==> config.mk <==
export PLATFORM = sky130hd
export DESIGN_NAME = cts_top
export DESIGN_NICKNAME = d
export VERILOG_FILES = /design/src/cts_pkg.sv /design/src/cts_decode.sv /design/src/cts_top.sv
export VERILOG_INCLUDE_DIRS = /design/src
export SDC_FILE = /design/constraint.sdc
export NUM_CORES = 1
export LEC_CHECK = 0
export ABC_CLOCK_PERIOD_IN_PS = 7750
export BUFFER_PORTS_ARGS = -buffer_cell sky130_fd_sc_hd__buf_2
export CAP_MARGIN = 20
export CORE_MARGIN = 1
export CORE_UTILIZATION = 63
export CTS_BUF_LIST = sky130_fd_sc_hd__clkbuf_8
export DETAILED_ROUTE_END_ITERATION = 10
export PLACE_DENSITY = 0.88
export SLEW_MARGIN = 20
export SYNTH_ARGS = -nofsm -noshare
export SYNTH_HDL_FRONTEND = slang
export SYNTH_SLANG_ARGS = --single-unit
==> constraint.sdc <==
create_clock -name CLK_SYS -period 7.75 [get_ports CLK_SYS]
set_input_delay 1.9375 -clock CLK_SYS [delete_from_list [all_inputs] [get_ports CLK_SYS]]
set_output_delay 1.9375 -clock CLK_SYS [all_outputs]
set_load 0.005 [all_outputs]
==> src/cts_regs.svh <==
/*
 * Register map, field positions, reset values and decode constants of the
 * charger threshold settings bank.
 * Assumes the including file only needs `define constants.
 */
//
// Contract
// - float_voltage_code is bits [7:2] of termination register, resets 100011 (4.20 V).
// - termination settings register sits at address 0x03.
// - float codes 20 mV steps to 4.44 V; 110000 4.44, then 4.46, 4.48, 4.50 saturating.
// - charge_voltage_ceiling bits [1:0]: 3.2/3.4/3.7/3.8 V, read/write, resets 10.
// - fast_current_code bits [5:2] of 0x04, 50 mA base and step, resets 750 mA.
// - bits 7 and 6 of charge current register are unused and read-only.
// - trickle_current_code bits [1:0]: 5/10/20/80 mA, resets 10.
// - recharge_off bit 7 of 0x05 disables recharge, overrides threshold, resets 0.
// - recharge_delta_code bits [6:5]: 80/140/200/260 mV below float, resets 11.
// - dead_battery_threshold bits [4:3]: 2.0/2.5/2.6/2.9 V, resets 01.
// - weak_battery_threshold bits [2:0]: 2.7 V to 3.4 V in 100 mV, resets 011.
`ifndef CTS_REGS_SVH
`define CTS_REGS_SVH

`define CTS_ADDR_TERM 8'h03
`define CTS_ADDR_CURR 8'h04
`define CTS_ADDR_THR 8'h05

`define CTS_TERM_RESET 8'h8E
`define CTS_CURR_RESET 6'h3A
`define CTS_THR_RESET 8'h6B

`define CTS_FLOAT_MSB 7
`define CTS_FLOAT_LSB 2
`define CTS_CEIL_MSB 1
`define CTS_FAST_MSB 5
`define CTS_FAST_LSB 2
`define CTS_TRK_MSB 1
`define CTS_RCH_OFF_BIT 7
`define CTS_RCH_MSB 6
`define CTS_RCH_LSB 5
`define CTS_DEAD_MSB 4
`define CTS_DEAD_LSB 3
`define CTS_WEAK_MSB 2

`define CTS_FLOAT_BASE_MV 13'h0DAC
`define CTS_FLOAT_STEP_MV 13'h0014
`define CTS_FLOAT_KNEE 6'h30
`define CTS_FLOAT_KNEE_MV 13'h1158
`define CTS_FLOAT_MAX_MV 13'h1194
`define CTS_FAST_STEP_MA 11'h032
`define CTS_RCH_BASE_MV 9'h050
`define CTS_RCH_STEP_MV 9'h03C
`define CTS_WEAK_BASE_MV 12'hA8C
`define CTS_WEAK_STEP_MV 12'h064

`endif

==> src/cts_pkg.sv <==
/*
 * Types shared by the charger threshold settings bank.
 * Assumes constants come from cts_regs.svh.
 */
package cts_pkg;
    // serial slave states, gray along the usual path
    typedef enum logic [2:0] {
        CTS_IDLE = 3'h0,
        CTS_ADDR = 3'h1,
        CTS_ADDR_ACK = 3'h3,
        CTS_RX = 3'h2,
        CTS_RX_ACK = 3'h6,
        CTS_TX = 3'h7,
        CTS_TX_ACK = 3'h5
    } cts_state_e;
endpackage

==> src/cts_decode.sv <==
/*
 * Turns the stored setting codes into analog targets in mV and mA.
 * Assumes codes come from registers on the same clock; outputs are registered.
 */
`timescale 1ns/100ps
`include "cts_regs.svh"

module cts_decode (
    // clock and reset
    input wire logic clk,
    input wire logic reset_n,
    // codes
    input wire logic [5:0] float_voltage_code,
    input wire logic [1:0] charge_voltage_ceiling,
    input wire logic [3:0] fast_current_code,
    input wire logic [1:0] trickle_current_code,
    input wire logic recharge_off,
    input wire logic [1:0] recharge_delta_code,
    input wire logic [1:0] dead_battery_threshold,
    input wire logic [2:0] weak_battery_threshold,
    // targets
    output logic [12:0] float_mv,
    output logic [12:0] ceil_mv,
    output logic [10:0] fast_ma,
    output logic [6:0] trickle_ma,
    output logic recharge_en,
    output logic [8:0] recharge_delta_mv,
    output logic [11:0] dead_mv,
    output logic [11:0] weak_mv
);
    logic [12:0] float_lin;
    logic [12:0] float_knee;
    logic [12:0] nxt_float;
    logic [12:0] nxt_ceil;
    logic [10:0] nxt_fast;
    logic [6:0] nxt_trk;
    logic [11:0] nxt_dead;

    assign float_lin = 13'(`CTS_FLOAT_BASE_MV + `CTS_FLOAT_STEP_MV * 13'(float_voltage_code));
    assign float_knee = 13'(`CTS_FLOAT_KNEE_MV
        + `CTS_FLOAT_STEP_MV * 13'(float_voltage_code - `CTS_FLOAT_KNEE));
    assign nxt_float = (float_voltage_code < `CTS_FLOAT_KNEE) ? float_lin
        : (float_knee > `CTS_FLOAT_MAX_MV) ? `CTS_FLOAT_MAX_MV : float_knee;
    assign nxt_ceil = (charge_voltage_ceiling == 2'h0) ? 13'h0C80
        : (charge_voltage_ceiling == 2'h1) ? 13'h0D48
        : (charge_voltage_ceiling == 2'h2) ? 13'h0E74 : 13'h0ED8;
    assign nxt_fast = 11'(`CTS_FAST_STEP_MA * (11'(fast_current_code) + 11'h001));
    assign nxt_trk = (trickle_current_code == 2'h0) ? 7'h05
        : (trickle_current_code == 2'h1) ? 7'h0A
        : (trickle_current_code == 2'h2) ? 7'h14 : 7'h50;
    assign nxt_dead = (dead_battery_threshold == 2'h0) ? 12'h7D0
        : (dead_battery_threshold == 2'h1) ? 12'h9C4
        : (dead_battery_threshold == 2'h2) ? 12'hA28 : 12'hB54;

    always_ff @(posedge clk or negedge reset_n) begin
        if (!reset_n) begin
            float_mv <= 13'h0000;
            ceil_mv <= 13'h0000;
            fast_ma <= 11'h000;
            trickle_ma <= 7'h00;
            recharge_en <= 1'b0;
            recharge_delta_mv <= 9'h000;
            dead_mv <= 12'h000;
            weak_mv <= 12'h000;
        end else begin
            float_mv <= nxt_float;
            ceil_mv <= nxt_ceil;
            fast_ma <= nxt_fast;
            trickle_ma <= nxt_trk;
            recharge_en <= ~recharge_off;
            recharge_delta_mv <= 9'(`CTS_RCH_BASE_MV + `CTS_RCH_STEP_MV * 9'(recharge_delta_code));
            dead_mv <= nxt_dead;
            weak_mv <= 12'(`CTS_WEAK_BASE_MV + `CTS_WEAK_STEP_MV * 12'(weak_battery_threshold));
        end
    end
endmodule

==> src/cts_top.sv <==
/*
 * Charger threshold settings bank: an I2C slave with a register pointer,
 * the three setting registers, and the decoder that drives the charger core.
 * Assumes SCL and SDA arrive asynchronously from pins and that SDA is an
 * open-drain wire pulled up outside; the slave never stretches SCL.
 */
`timescale 1ns/100ps
`include "cts_regs.svh"

module cts_top #(
    parameter logic [6:0] DEV_ADDR = 7'h2A // arbitrary slave address
) (
    // clock and reset
    input wire logic CLK_SYS,
    input wire logic RESET_N,
    // serial pins
    input wire logic SCL_IN,
    input wire logic SDA_IN,
    output logic SDA_OUT,
    output logic SDA_OE,
    // raw settings
    output logic [7:0] TERM_REG,
    output logic [7:0] CURR_REG,
    output logic [7:0] THR_REG,
    // decoded targets
    output logic [12:0] FLOAT_MV,
    output logic [12:0] CEIL_MV,
    output logic [10:0] FAST_MA,
    output logic [6:0] TRICKLE_MA,
    output logic RECHARGE_EN,
    output logic [8:0] RECHARGE_DELTA_MV,
    output logic [11:0] DEAD_MV,
    output logic [11:0] WEAK_MV
);
    // pin synchronisers and edge history
    logic scl_meta_ff;
    logic sda_meta_ff;
    logic scl_s_ff;
    logic sda_s_ff;
    logic scl_d_ff;
    logic sda_d_ff;

    // slave state
    cts_pkg::cts_state_e state_ff;
    cts_pkg::cts_state_e nxt_state;
    logic [7:0] sh_ff;
    logic [7:0] nxt_sh;
    logic [3:0] cnt_ff;
    logic [3:0] nxt_cnt;
    logic [7:0] ptr_ff;
    logic [7:0] nxt_ptr;
    logic rw_ff;
    logic nxt_rw;
    logic first_ff;
    logic nxt_first;
    logic nack_ff;
    logic nxt_nack;
    logic drive_ff;
    logic nxt_drive;

    // setting registers
    logic [7:0] term_ff;
    logic [5:0] curr_ff;
    logic [7:0] thr_ff;

    logic start_det;
    logic stop_det;
    logic scl_rise;
    logic scl_fall;
    logic byte_done;
    logic wr_en;
    logic [7:0] rdata;

    // register pointer steps by one and wraps at the top
    function automatic logic [7:0] ptr_step(input logic [7:0] p);
        return 8'(p + 8'h01);
    endfunction

    always_ff @(posedge CLK_SYS or negedge RESET_N) begin
        if (!RESET_N) begin
            scl_meta_ff <= 1'b1;
            sda_meta_ff <= 1'b1;
            scl_s_ff <= 1'b1;
            sda_s_ff <= 1'b1;
            scl_d_ff <= 1'b1;
            sda_d_ff <= 1'b1;
        end else begin
            scl_meta_ff <= SCL_IN;
            sda_meta_ff <= SDA_IN;
            scl_s_ff <= scl_meta_ff;
            sda_s_ff <= sda_meta_ff;
            scl_d_ff <= scl_s_ff;
            sda_d_ff <= sda_s_ff;
        end
    end

    assign start_det = scl_s_ff & scl_d_ff & sda_d_ff & ~sda_s_ff;
    assign stop_det = scl_s_ff & scl_d_ff & ~sda_d_ff & sda_s_ff;
    assign scl_rise = scl_s_ff & ~scl_d_ff;
    assign scl_fall = ~scl_s_ff & scl_d_ff;
    assign byte_done = (cnt_ff == 4'h8);

    // read mux; unmapped addresses and unused bits read zero
    assign rdata = (ptr_ff == `CTS_ADDR_TERM) ? term_ff
        : (ptr_ff == `CTS_ADDR_CURR) ? {2'b00, curr_ff}
        : (ptr_ff == `CTS_ADDR_THR) ? thr_ff : 8'h00;

    // data byte of a write, after the pointer byte
    assign wr_en = (state_ff == cts_pkg::CTS_RX) & scl_fall & byte_done & ~first_ff;

    always_comb begin
        nxt_state = state_ff;
        nxt_sh = sh_ff;
        nxt_cnt = cnt_ff;
        nxt_ptr = ptr_ff;
        nxt_rw = rw_ff;
        nxt_first = first_ff;
        nxt_nack = nack_ff;
        nxt_drive = drive_ff;
        if (start_det) begin
            nxt_state = cts_pkg::CTS_ADDR;
            nxt_cnt = 4'h0;
            nxt_drive = 1'b0;
        end else if (stop_det) begin
            nxt_state = cts_pkg::CTS_IDLE;
            nxt_drive = 1'b0;
        end else begin
            unique case (state_ff)
                cts_pkg::CTS_IDLE: begin
                    nxt_drive = 1'b0;
                end
                cts_pkg::CTS_ADDR, cts_pkg::CTS_RX: begin
                    if (scl_rise) begin
                        nxt_sh = {sh_ff[6:0], sda_s_ff};
                        nxt_cnt = 4'(cnt_ff + 4'h1);
                    end else if (scl_fall && byte_done) begin
                        if (state_ff == cts_pkg::CTS_RX) begin
                            nxt_state = cts_pkg::CTS_RX_ACK;
                            nxt_drive = 1'b1;
                            nxt_first = 1'b0;
                            if (first_ff) begin
                                nxt_ptr = sh_ff;
                            end else begin
                                nxt_ptr = ptr_step(ptr_ff);
                            end
                        end else if (sh_ff[7:1] == DEV_ADDR) begin
                            nxt_state = cts_pkg::CTS_ADDR_ACK;
                            nxt_rw = sh_ff[0];
                            nxt_drive = 1'b1;
                        end else begin
                            nxt_state = cts_pkg::CTS_IDLE;
                        end
                    end
                end
                cts_pkg::CTS_ADDR_ACK, cts_pkg::CTS_RX_ACK: begin
                    if (scl_fall) begin
                        nxt_cnt = 4'h0;
                        if (state_ff == cts_pkg::CTS_ADDR_ACK && rw_ff) begin
                            nxt_state = cts_pkg::CTS_TX;
                            nxt_sh = rdata;
                            nxt_drive = ~rdata[7];
                            nxt_ptr = ptr_step(ptr_ff);
                        end else begin
                            nxt_state = cts_pkg::CTS_RX;
                            nxt_drive = 1'b0;
                            if (state_ff == cts_pkg::CTS_ADDR_ACK) begin
                                nxt_first = 1'b1;
                            end
                        end
                    end
                end
                cts_pkg::CTS_TX: begin
                    if (scl_rise) begin
                        nxt_cnt = 4'(cnt_ff + 4'h1);
                    end else if (scl_fall) begin
                        if (byte_done) begin
                            nxt_state = cts_pkg::CTS_TX_ACK;
                            nxt_drive = 1'b0;
                        end else begin
                            nxt_sh = {sh_ff[6:0], 1'b0};
                            nxt_drive = ~sh_ff[6];
                        end
                    end
                end
                cts_pkg::CTS_TX_ACK: begin
                    if (scl_rise) begin
                        nxt_nack = sda_s_ff;
                    end else if (scl_fall) begin
                        nxt_cnt = 4'h0;
                        if (nack_ff) begin
                            nxt_state = cts_pkg::CTS_IDLE;
                        end else begin
                            nxt_state = cts_pkg::CTS_TX;
                            nxt_sh = rdata;
                            nxt_drive = ~rdata[7];
                            nxt_ptr = ptr_step(ptr_ff);
                        end
                    end
                end
                default: begin
                    nxt_state = cts_pkg::CTS_IDLE;
                    nxt_drive = 1'b0;
                end
            endcase
        end
    end

    always_ff @(posedge CLK_SYS or negedge RESET_N) begin
        if (!RESET_N) begin
            state_ff <= cts_pkg::CTS_IDLE;
            sh_ff <= 8'h00;
            cnt_ff <= 4'h0;
            ptr_ff <= 8'h00;
            rw_ff <= 1'b0;
            first_ff <= 1'b0;
            nack_ff <= 1'b0;
            drive_ff <= 1'b0;
        end else begin
            state_ff <= nxt_state;
            sh_ff <= nxt_sh;
            cnt_ff <= nxt_cnt;
            ptr_ff <= nxt_ptr;
            rw_ff <= nxt_rw;
            first_ff <= nxt_first;
            nack_ff <= nxt_nack;
            drive_ff <= nxt_drive;
        end
    end

    // setting registers
    always_ff @(posedge CLK_SYS or negedge RESET_N) begin
        if (!RESET_N) begin
            term_ff <= `CTS_TERM_RESET;
            curr_ff <= `CTS_CURR_RESET;
            thr_ff <= `CTS_THR_RESET;
        end else if (wr_en) begin
            if (ptr_ff == `CTS_ADDR_TERM) begin
                term_ff <= sh_ff;
            end
            if (ptr_ff == `CTS_ADDR_CURR) begin
                curr_ff <= sh_ff[5:0];
            end
            if (ptr_ff == `CTS_ADDR_THR) begin
                thr_ff <= sh_ff;
            end
        end
    end

    // open drain: only ever pulls low
    assign SDA_OUT = 1'b0;
    assign SDA_OE = drive_ff;
    assign TERM_REG = term_ff;
    assign CURR_REG = {2'b00, curr_ff};
    assign THR_REG = thr_ff;

    cts_decode u_decode (
        .clk(CLK_SYS),
        .reset_n(RESET_N),
        .float_voltage_code(term_ff[`CTS_FLOAT_MSB:`CTS_FLOAT_LSB]),
        .charge_voltage_ceiling(term_ff[`CTS_CEIL_MSB:0]),
        .fast_current_code(curr_ff[`CTS_FAST_MSB:`CTS_FAST_LSB]),
        .trickle_current_code(curr_ff[`CTS_TRK_MSB:0]),
        .recharge_off(thr_ff[`CTS_RCH_OFF_BIT]),
        .recharge_delta_code(thr_ff[`CTS_RCH_MSB:`CTS_RCH_LSB]),
        .dead_battery_threshold(thr_ff[`CTS_DEAD_MSB:`CTS_DEAD_LSB]),
        .weak_battery_threshold(thr_ff[`CTS_WEAK_MSB:0]),
        .float_mv(FLOAT_MV),
        .ceil_mv(CEIL_MV),
        .fast_ma(FAST_MA),
        .trickle_ma(TRICKLE_MA),
        .recharge_en(RECHARGE_EN),
        .recharge_delta_mv(RECHARGE_DELTA_MV),
        .dead_mv(DEAD_MV),
        .weak_mv(WEAK_MV)
    );
endmodule

==> results.ini, run 1 <==
[global_route]
grt_pass1_wl_mm=21.45
antenna_found_initial=0
grt_pass1_vias=4610
gr-usage-all-layers=0.2605
grt_overflow=0
grt_max_degree=85

[run_status]
outcome=finished, final reports clean

[pwr]
pwr_density_cell_nw_per_um2=176.0
p_seq_frac=0.562
power_leakage_nw=3.459
internal_power_w=0.0008616
p_sw_frac=0.3090
p_comb_frac=0.148
peakVddDrop_v=0.0001239
p_sw_w=0.0003853
clock_power_share=0.290

[sta]
slew_headroom=0.3057
fin_setup_tns_ns=0
hold_viol_final=0
skew_ns=0.01227
min_period_ns=3.700
period_share=0.4774
worstMarginPinSlew_ns=1.038
rsz0062_at_grt=false
hold_slack_ns=0.3625
setup_violations=0
drv_slew=0
fmax_ghz=0.2703

[worst_setup_path]
critPathBufInv=1
crit_type=flop to flop
crit_chain=inv_1, ha_1, ha_1, ha_1, a211oi_2, nor2_4, xor2_4, xor2_1, o32a_1, o211ai_1, a31oi_1
crit_top_cell=ha_1
start_kind=flop
cp.required_ns=7.97
slowest_delay_ns=0.67
path_delay_family=compound AO/OA/AOI/OAI gates
cp-end-kind=flop
arrival_ns=3.92
crit_fanout=12
slowest_stage=dfstp_2

[die]
dieWidth_um=103.3
die_y_um=103.3
fp-row-count=36
die_area_sq_um=10660
num_io_pins=108
coreArea_sq_um=9864
initial_core_util=0.6547

[logic_synthesis]
syn_avg_cell_area_sq_um=10.12
syn_inst=638
synth_edf_count=0
yosysSeqAreaShare=0.4337
synth_warnings=0
yosys_most_used_dff=dfrtp_1
yosys-top-cells-area=dfrtp_1 (36%), ha_1 (12%), dfstp_2 (7.7%)
synth_top_cell_area_share=0.3565
synth-seq-cells=111
synthArstFlopShare=1.000
yosysTopAreaCell=dfrtp_1
synth_cell_type_count=75
syn-cell-area_sq_um=6459

[place]
gp_congestion=0.8925
io_buffer_count=90
hpwlAfterDp_mm=9.708

[clocking]
h-tree-depth=3
cts_buffers=9
clockRootBuffer=clkbuf_8
clock_sinks=111
postCtsSetupBuffers=0
clk_path_buf_depth=2
hold_buffers=0
clkTransAtPathRegs_ns=0.10
cts_tree=done
insertion_delay_ns=0.37
cts_resized=0

[layout]
final_common_cell=dfrtp_1
final_cell_mix=dfrtp_1 (92), buf_2 (89), ha_1 (62), nand2_1 (49), nor2_1 (43)
n_antenna_cell=0
drive_above_1_share=0.2204
nNetsFinal=781
area_growth_pct=9.686

[detailed_routing]
dr.pass1.iters=5
drt_iter0_markers=493
vias=4950
drt_wl_total_mm=13.26
ant_nets=0
drc_errors=0
routedWlPerCell_um=15.60
drt-vias-per-instance=5.824

[run]
cap_violations=0

[min_path]
min_path_type=flop to flop

[power groups by stage]
stage,Sequential (W),Combinational (W),Clock (W)
2_1_floorplan,0.000680,0.000152,0
3_3_place_gp,0.000704,0.000172,0
3_5_place_dp,0.000709,0.000182,0
4_1_cts,0.000698,0.000183,0.000366
5_1_grt,0.000708,0.000209,0.000391
6_report,0.000701,0.000184,0.000362
[through the flow]
step                worst slack (ns)    util  std cells  power [W]  instance area [sq um]
global placement               4.236  0.6969        834  0.0008768                   6874
CTS                            4.090  0.7178        850   0.001247                   7081
detailed placement             4.105  0.6969        834  0.0008909                   6874
floorplan                      4.418       -        654  0.0008323                   6519
finish                         4.050  0.7182        850   0.001247                   7084
global route                   3.881  0.7182        850   0.001308                   7084
[final cells by class]
| cell class | instances | area (sq um) |
|---|---|---|
| Clock buffer | 10 | 137.6 |
| Clock inverter | 6 | 68.82 |
| Fill cell | 701 | 2780 |
| Inverter | 43 | 161.4 |
| Multi-Input combinational cell | 454 | 3269 |
| Sequential cell | 111 | 2801 |
| Tap cell | 133 | 166.4 |
| Timing Repair Buffer | 93 | 479.2 |
[cells by family (layout without fill, tap and decap cells)]
logic type | after synthesis | count (layout) | synth area share
compound gates | 155 | 155 | 0.1589
xor+xnor | 37 | 37 | 0.05308
fa+ha+maj | 67 | 67 | 0.1325
buf+inv | 89 | 152 | 0.06935
flops | 111 | 111 | 0.4337
mux | 15 | 15 | 0.02538
other cells | 2 | 18 | 0.001163
simple gates | 162 | 162 | 0.1259
[cell usage after synthesis (8+ instances only)]
cell type / number
dfrtp_1: 92
ha_1: 62
nand2_1: 49
nor2_1: 43
inv_1: 41
a21oi_1: 38
o21ai_0: 32
buf_4: 27
xnor2_1: 21
dfstp_2: 19
nand3_1: 18
xor2_1: 15
a21o_1: 11
mux2_2: 11
buf_2: 10
nor2b_1: 10
a31oi_1: 9
a211oi_1: 8
nand2b_1: 8
[final timing paths]
| check | cells after the start | to | slack (ns) | start |
|---|---|---|---|---|
| worst max-delay path | 11 | u_decode.float_mv[4] | 4.05 | TERM_REG[7] |
| worst min-delay path | 0 | scl_s_ff | 0.36 | scl_meta_ff |
| worst max register to register | 11 | u_decode.float_mv[4] | 4.05 | TERM_REG[7] |
| worst min register to register | 0 | scl_s_ff | 0.36 | scl_meta_ff |
| max in group asynchronous | 2 | cnt_ff[2] | 5.27 | RESET_N |
| min in group asynchronous | 1 | u_decode.fast_ma[6] | 1.46 | RESET_N |
[flip-flops by register name, summed over array words and instances, names as in the netlist, 6 cells and up]
signal / count
TERM_REG: 8
THR_REG: 8
curr_ff: 6
ptr_ff: 8
sh_ff: 8
u_decode.ceil_mv: 7
u_decode.dead_mv: 8
u_decode.fast_ma: 10
u_decode.float_mv: 11
u_decode.weak_mv: 9
[worst register-to-register path: cells and delay by family, from the launching register on]
kind / cells / cell delay [ns]
DFF: 1 / 0.67
AOI/OAI and AO/OA: 4 / 1.22
buffers and inverters: 1 / 0.13
adders and majority gates: 3 / 1.05
and+or+nand+nor: 1 / 0.10
xor gates and xnor gates: 2 / 0.38
[routing by layer]
metal	GRT usage	vias to the layer above	routed length, um
li1	-	2340	-
met1	0.3435	2390	5670
met2	0.4359	196	6566
met3	0.04906	24	774
met4	0.08559	0	245
met5	0	-	0
No activity file was read; power rests on OpenSTA's default activity.
==> inputs of run 2 (changes only) <==
--- a/config.mk
+++ b/config.mk
@@ -6,14 +6,14 @@
 export SDC_FILE = /design/constraint.sdc
 export NUM_CORES = 1
 export LEC_CHECK = 0
-export ABC_CLOCK_PERIOD_IN_PS = 7750
+export ABC_CLOCK_PERIOD_IN_PS = 3600
 export BUFFER_PORTS_ARGS = -buffer_cell sky130_fd_sc_hd__buf_2
 export CAP_MARGIN = 20
 export CORE_MARGIN = 1
-export CORE_UTILIZATION = 63
+export CORE_UTILIZATION = 59
 export CTS_BUF_LIST = sky130_fd_sc_hd__clkbuf_8
 export DETAILED_ROUTE_END_ITERATION = 10
-export PLACE_DENSITY = 0.88
+export PLACE_DENSITY = 0.83
 export SLEW_MARGIN = 20
 export SYNTH_ARGS = -nofsm -noshare
 export SYNTH_HDL_FRONTEND = slang
==> constraint.sdc (replaced) <==
create_clock -name CLK_SYS -period 3.6 [get_ports CLK_SYS]
set_input_delay 0.9 -clock CLK_SYS [delete_from_list [all_inputs] [get_ports CLK_SYS]]
set_output_delay 0.9 -clock CLK_SYS [all_outputs]
set_load 0.005 [all_outputs]
==> results.ini, run 2 (synthesis gave the netlist of run 1 again) <==
[place]
placed_area_sq_um=6923  ; +0.71%
gp_congestion=0.8701  ; -2.5%
io_buffer_count=90  ; unchanged
dp.cells=843  ; +1.1%
dp_slack_ns=0.1496  ; -3.955 ns
hpwlAfterDp_mm=9.898  ; +2.0%

[detailed_routing]
dr.pass1.iters=4  ; -1
vias=4933  ; -0.34%
routedWlPerCell_um=15.61  ; about the same
ant_nets=0  ; unchanged
drt-vias-per-instance=5.743  ; -1.4%
drt_iter0_markers=257  ; -48%
wl_met3_um=710  ; -8.3%
drc_errors=0  ; unchanged
wl_met2_mm=6.538  ; -0.43%
wl_met1_mm=5.844  ; +3.1%
topRoutingLayerUsed=met4
drt_wl_total_mm=13.41  ; +1.1%

[die]
initial_core_util=0.6173  ; -0.03743
num_io_pins=108  ; unchanged
coreArea_sq_um=10460  ; +6.1%
die_y_um=106.6  ; +3.3%
die_area_sq_um=11370  ; +6.6%
fp-row-count=37  ; +2.8%
dieWidth_um=106.6  ; +3.3%

[clocking]
clkTransAtPathRegs_ns=0.11  ; about the same
cts_tree=done
h-tree-depth=3  ; unchanged
clockRootBuffer=clkbuf_8
insertion_delay_ns=0.39  ; +0.02 ns
postCtsSetupBuffers=0  ; unchanged
clk_path_buf_depth=2  ; unchanged
clock_sinks=111  ; unchanged
cts_buffers=9  ; unchanged

[layout]
top_register=u_decode.float_mv
largestRegisters=u_decode.float_mv: 11 flops, u_decode.fast_ma: 10 flops, u_decode.weak_mv: 9 flops
final_cell_mix=dfrtp_1 (92), buf_2 (89), ha_1 (62), nand2_1 (49), nor2_1 (43)
final_common_cell=dfrtp_1
nNetsFinal=787  ; +0.77%
finalInstanceArea_sq_um=7146  ; +0.87%
drive_above_1_share=0.2296  ; +0.009236
stdcell_count=859  ; +1.1%
largest_register_ffs=11  ; unchanged
n_antenna_cell=0  ; unchanged
area_growth_pct=10.64

[global_route]
antenna_found_initial=0  ; unchanged
gr-usage-all-layers=0.2485  ; -0.01199
grt_max_degree=74  ; -13%
grt_pass1_wl_mm=22.48  ; +4.8%
grt_pass1_vias=4802  ; +4.2%
grt_overflow=0  ; unchanged

[sta]
fin_setup_tns_ns=0  ; unchanged
hold_slack_ns=0.3622  ; -0.0003420 ns
worstMarginPinSlew_ns=0.8976  ; -0.1401 ns
drv_slew=0  ; unchanged
slew_headroom=0.4016  ; +0.09594
hold_viol_final=0  ; unchanged
fmax_ghz=0.2886  ; +6.8%
rsz0062_at_grt=false
setup_slack_ns=0.1347  ; -3.915 ns
min_period_ns=3.465  ; -0.2348 ns
period_share=0.9626  ; +0.4852
setup_violations=0  ; unchanged
skew_ns=0.01133  ; -0.0009392 ns

[worst_setup_path]
slowest_stage=dfstp_2
cp-end-kind=flop
crit_fanout=8  ; -4
crit_top_cell=ha_1
crit_type=flop to flop
crit_chain=inv_1, ha_1, ha_1, ha_1, a211oi_2, nor2_4, xor2_4, and2_4, o2111ai_1, and2_1, a311o_1
start_kind=flop
arrival_ns=3.74  ; -0.18 ns
slowest_delay_ns=0.54  ; -0.13 ns
cp.required_ns=3.88  ; -4.09 ns

[pwr]
peakVddDrop_v=0.0003318  ; +170%
pwr_density_cell_nw_per_um2=378.1  ; +110%
power_leakage_nw=3.500  ; +1.2%

[run]
cap_violations=0  ; unchanged

[min_path]
min_path_type=flop to flop

[run_status]
outcome=finished, final reports clean

[run 2: cell types whose count changed in the layout (fill, tap and decap cells not counted), sizes merged]
cell      delta
buf          +6
clkinv       +3
clkbuf       -1
clkinvlp     -1
inv          -1
[run 2: final timing paths]
kind	startpoint	endpoint	slack, ns	depth (start not counted)
max	TERM_REG[7]	u_decode.float_mv[8]	0.13	11
min	sda_meta_ff	sda_s_ff	0.36	0
max reg2reg	TERM_REG[7]	u_decode.float_mv[8]	0.13	11
min reg2reg	sda_meta_ff	sda_s_ff	0.36	0
max in group asynchronous	RESET_N	u_decode.fast_ma[7]	2.16	2
min in group asynchronous	RESET_N	u_decode.fast_ma[9]	0.62	1
[run 2: metal layers]
metal / track usage / up-vias
met4: 0.1027 / 0
li1: - / 2347
met2: 0.4189 / 185
met3: 0.03343 / 27
met1: 0.3229 / 2374
met5: 0 / -
[run 2: area by class of cell]
cell class	count	area, sq um
timing repair buffer	99	520.5
clock buffer	9	123.9
tap	136	170.2
multi-input combinational	454	3277
fill	804	3317
clock inverter	7	91.34
inverter	43	161.4
sequential	111	2801
[run 2: repair_timing]
action / CTS / global route
setup endpoints to repair: 0 / 3
hold buffers: 0 / 0
gates resized for setup: 0 / 1
[run 2: worst max-delay path: cells and delay by family, from the launching register on]
| family | cells | cell delay, ns |
|---|---|---|
| AOI/OAI and AO/OA | 3 | 0.86 |
| xor gates and xnor gates | 1 | 0.23 |
| adders and majority gates | 3 | 1.06 |
| buffers and inverters | 1 | 0.08 |
| DFF | 1 | 0.54 |
| and+or+nand+nor | 3 | 0.59 |
[run 2: report_power, final]
part,internal (W),switching (W),total [W]
combinational,0.000169,0.000226,0.000395
sequential,0.00134,0.000162,0.00150
clock,0.000337,0.000465,0.000803
total,0.00185,0.000854,0.00270
[run 2: stage by stage]
step / util / power, W
6_report: 0.6830 / 0.002702
5_1_grt: 0.6830 / 0.002842
4_1_cts: 0.6823 / 0.002715
3_5_place_dp: 0.6617 / 0.001917
3_3_place_gp: 0.6617 / 0.001890
2_1_floorplan: - / 0.001792
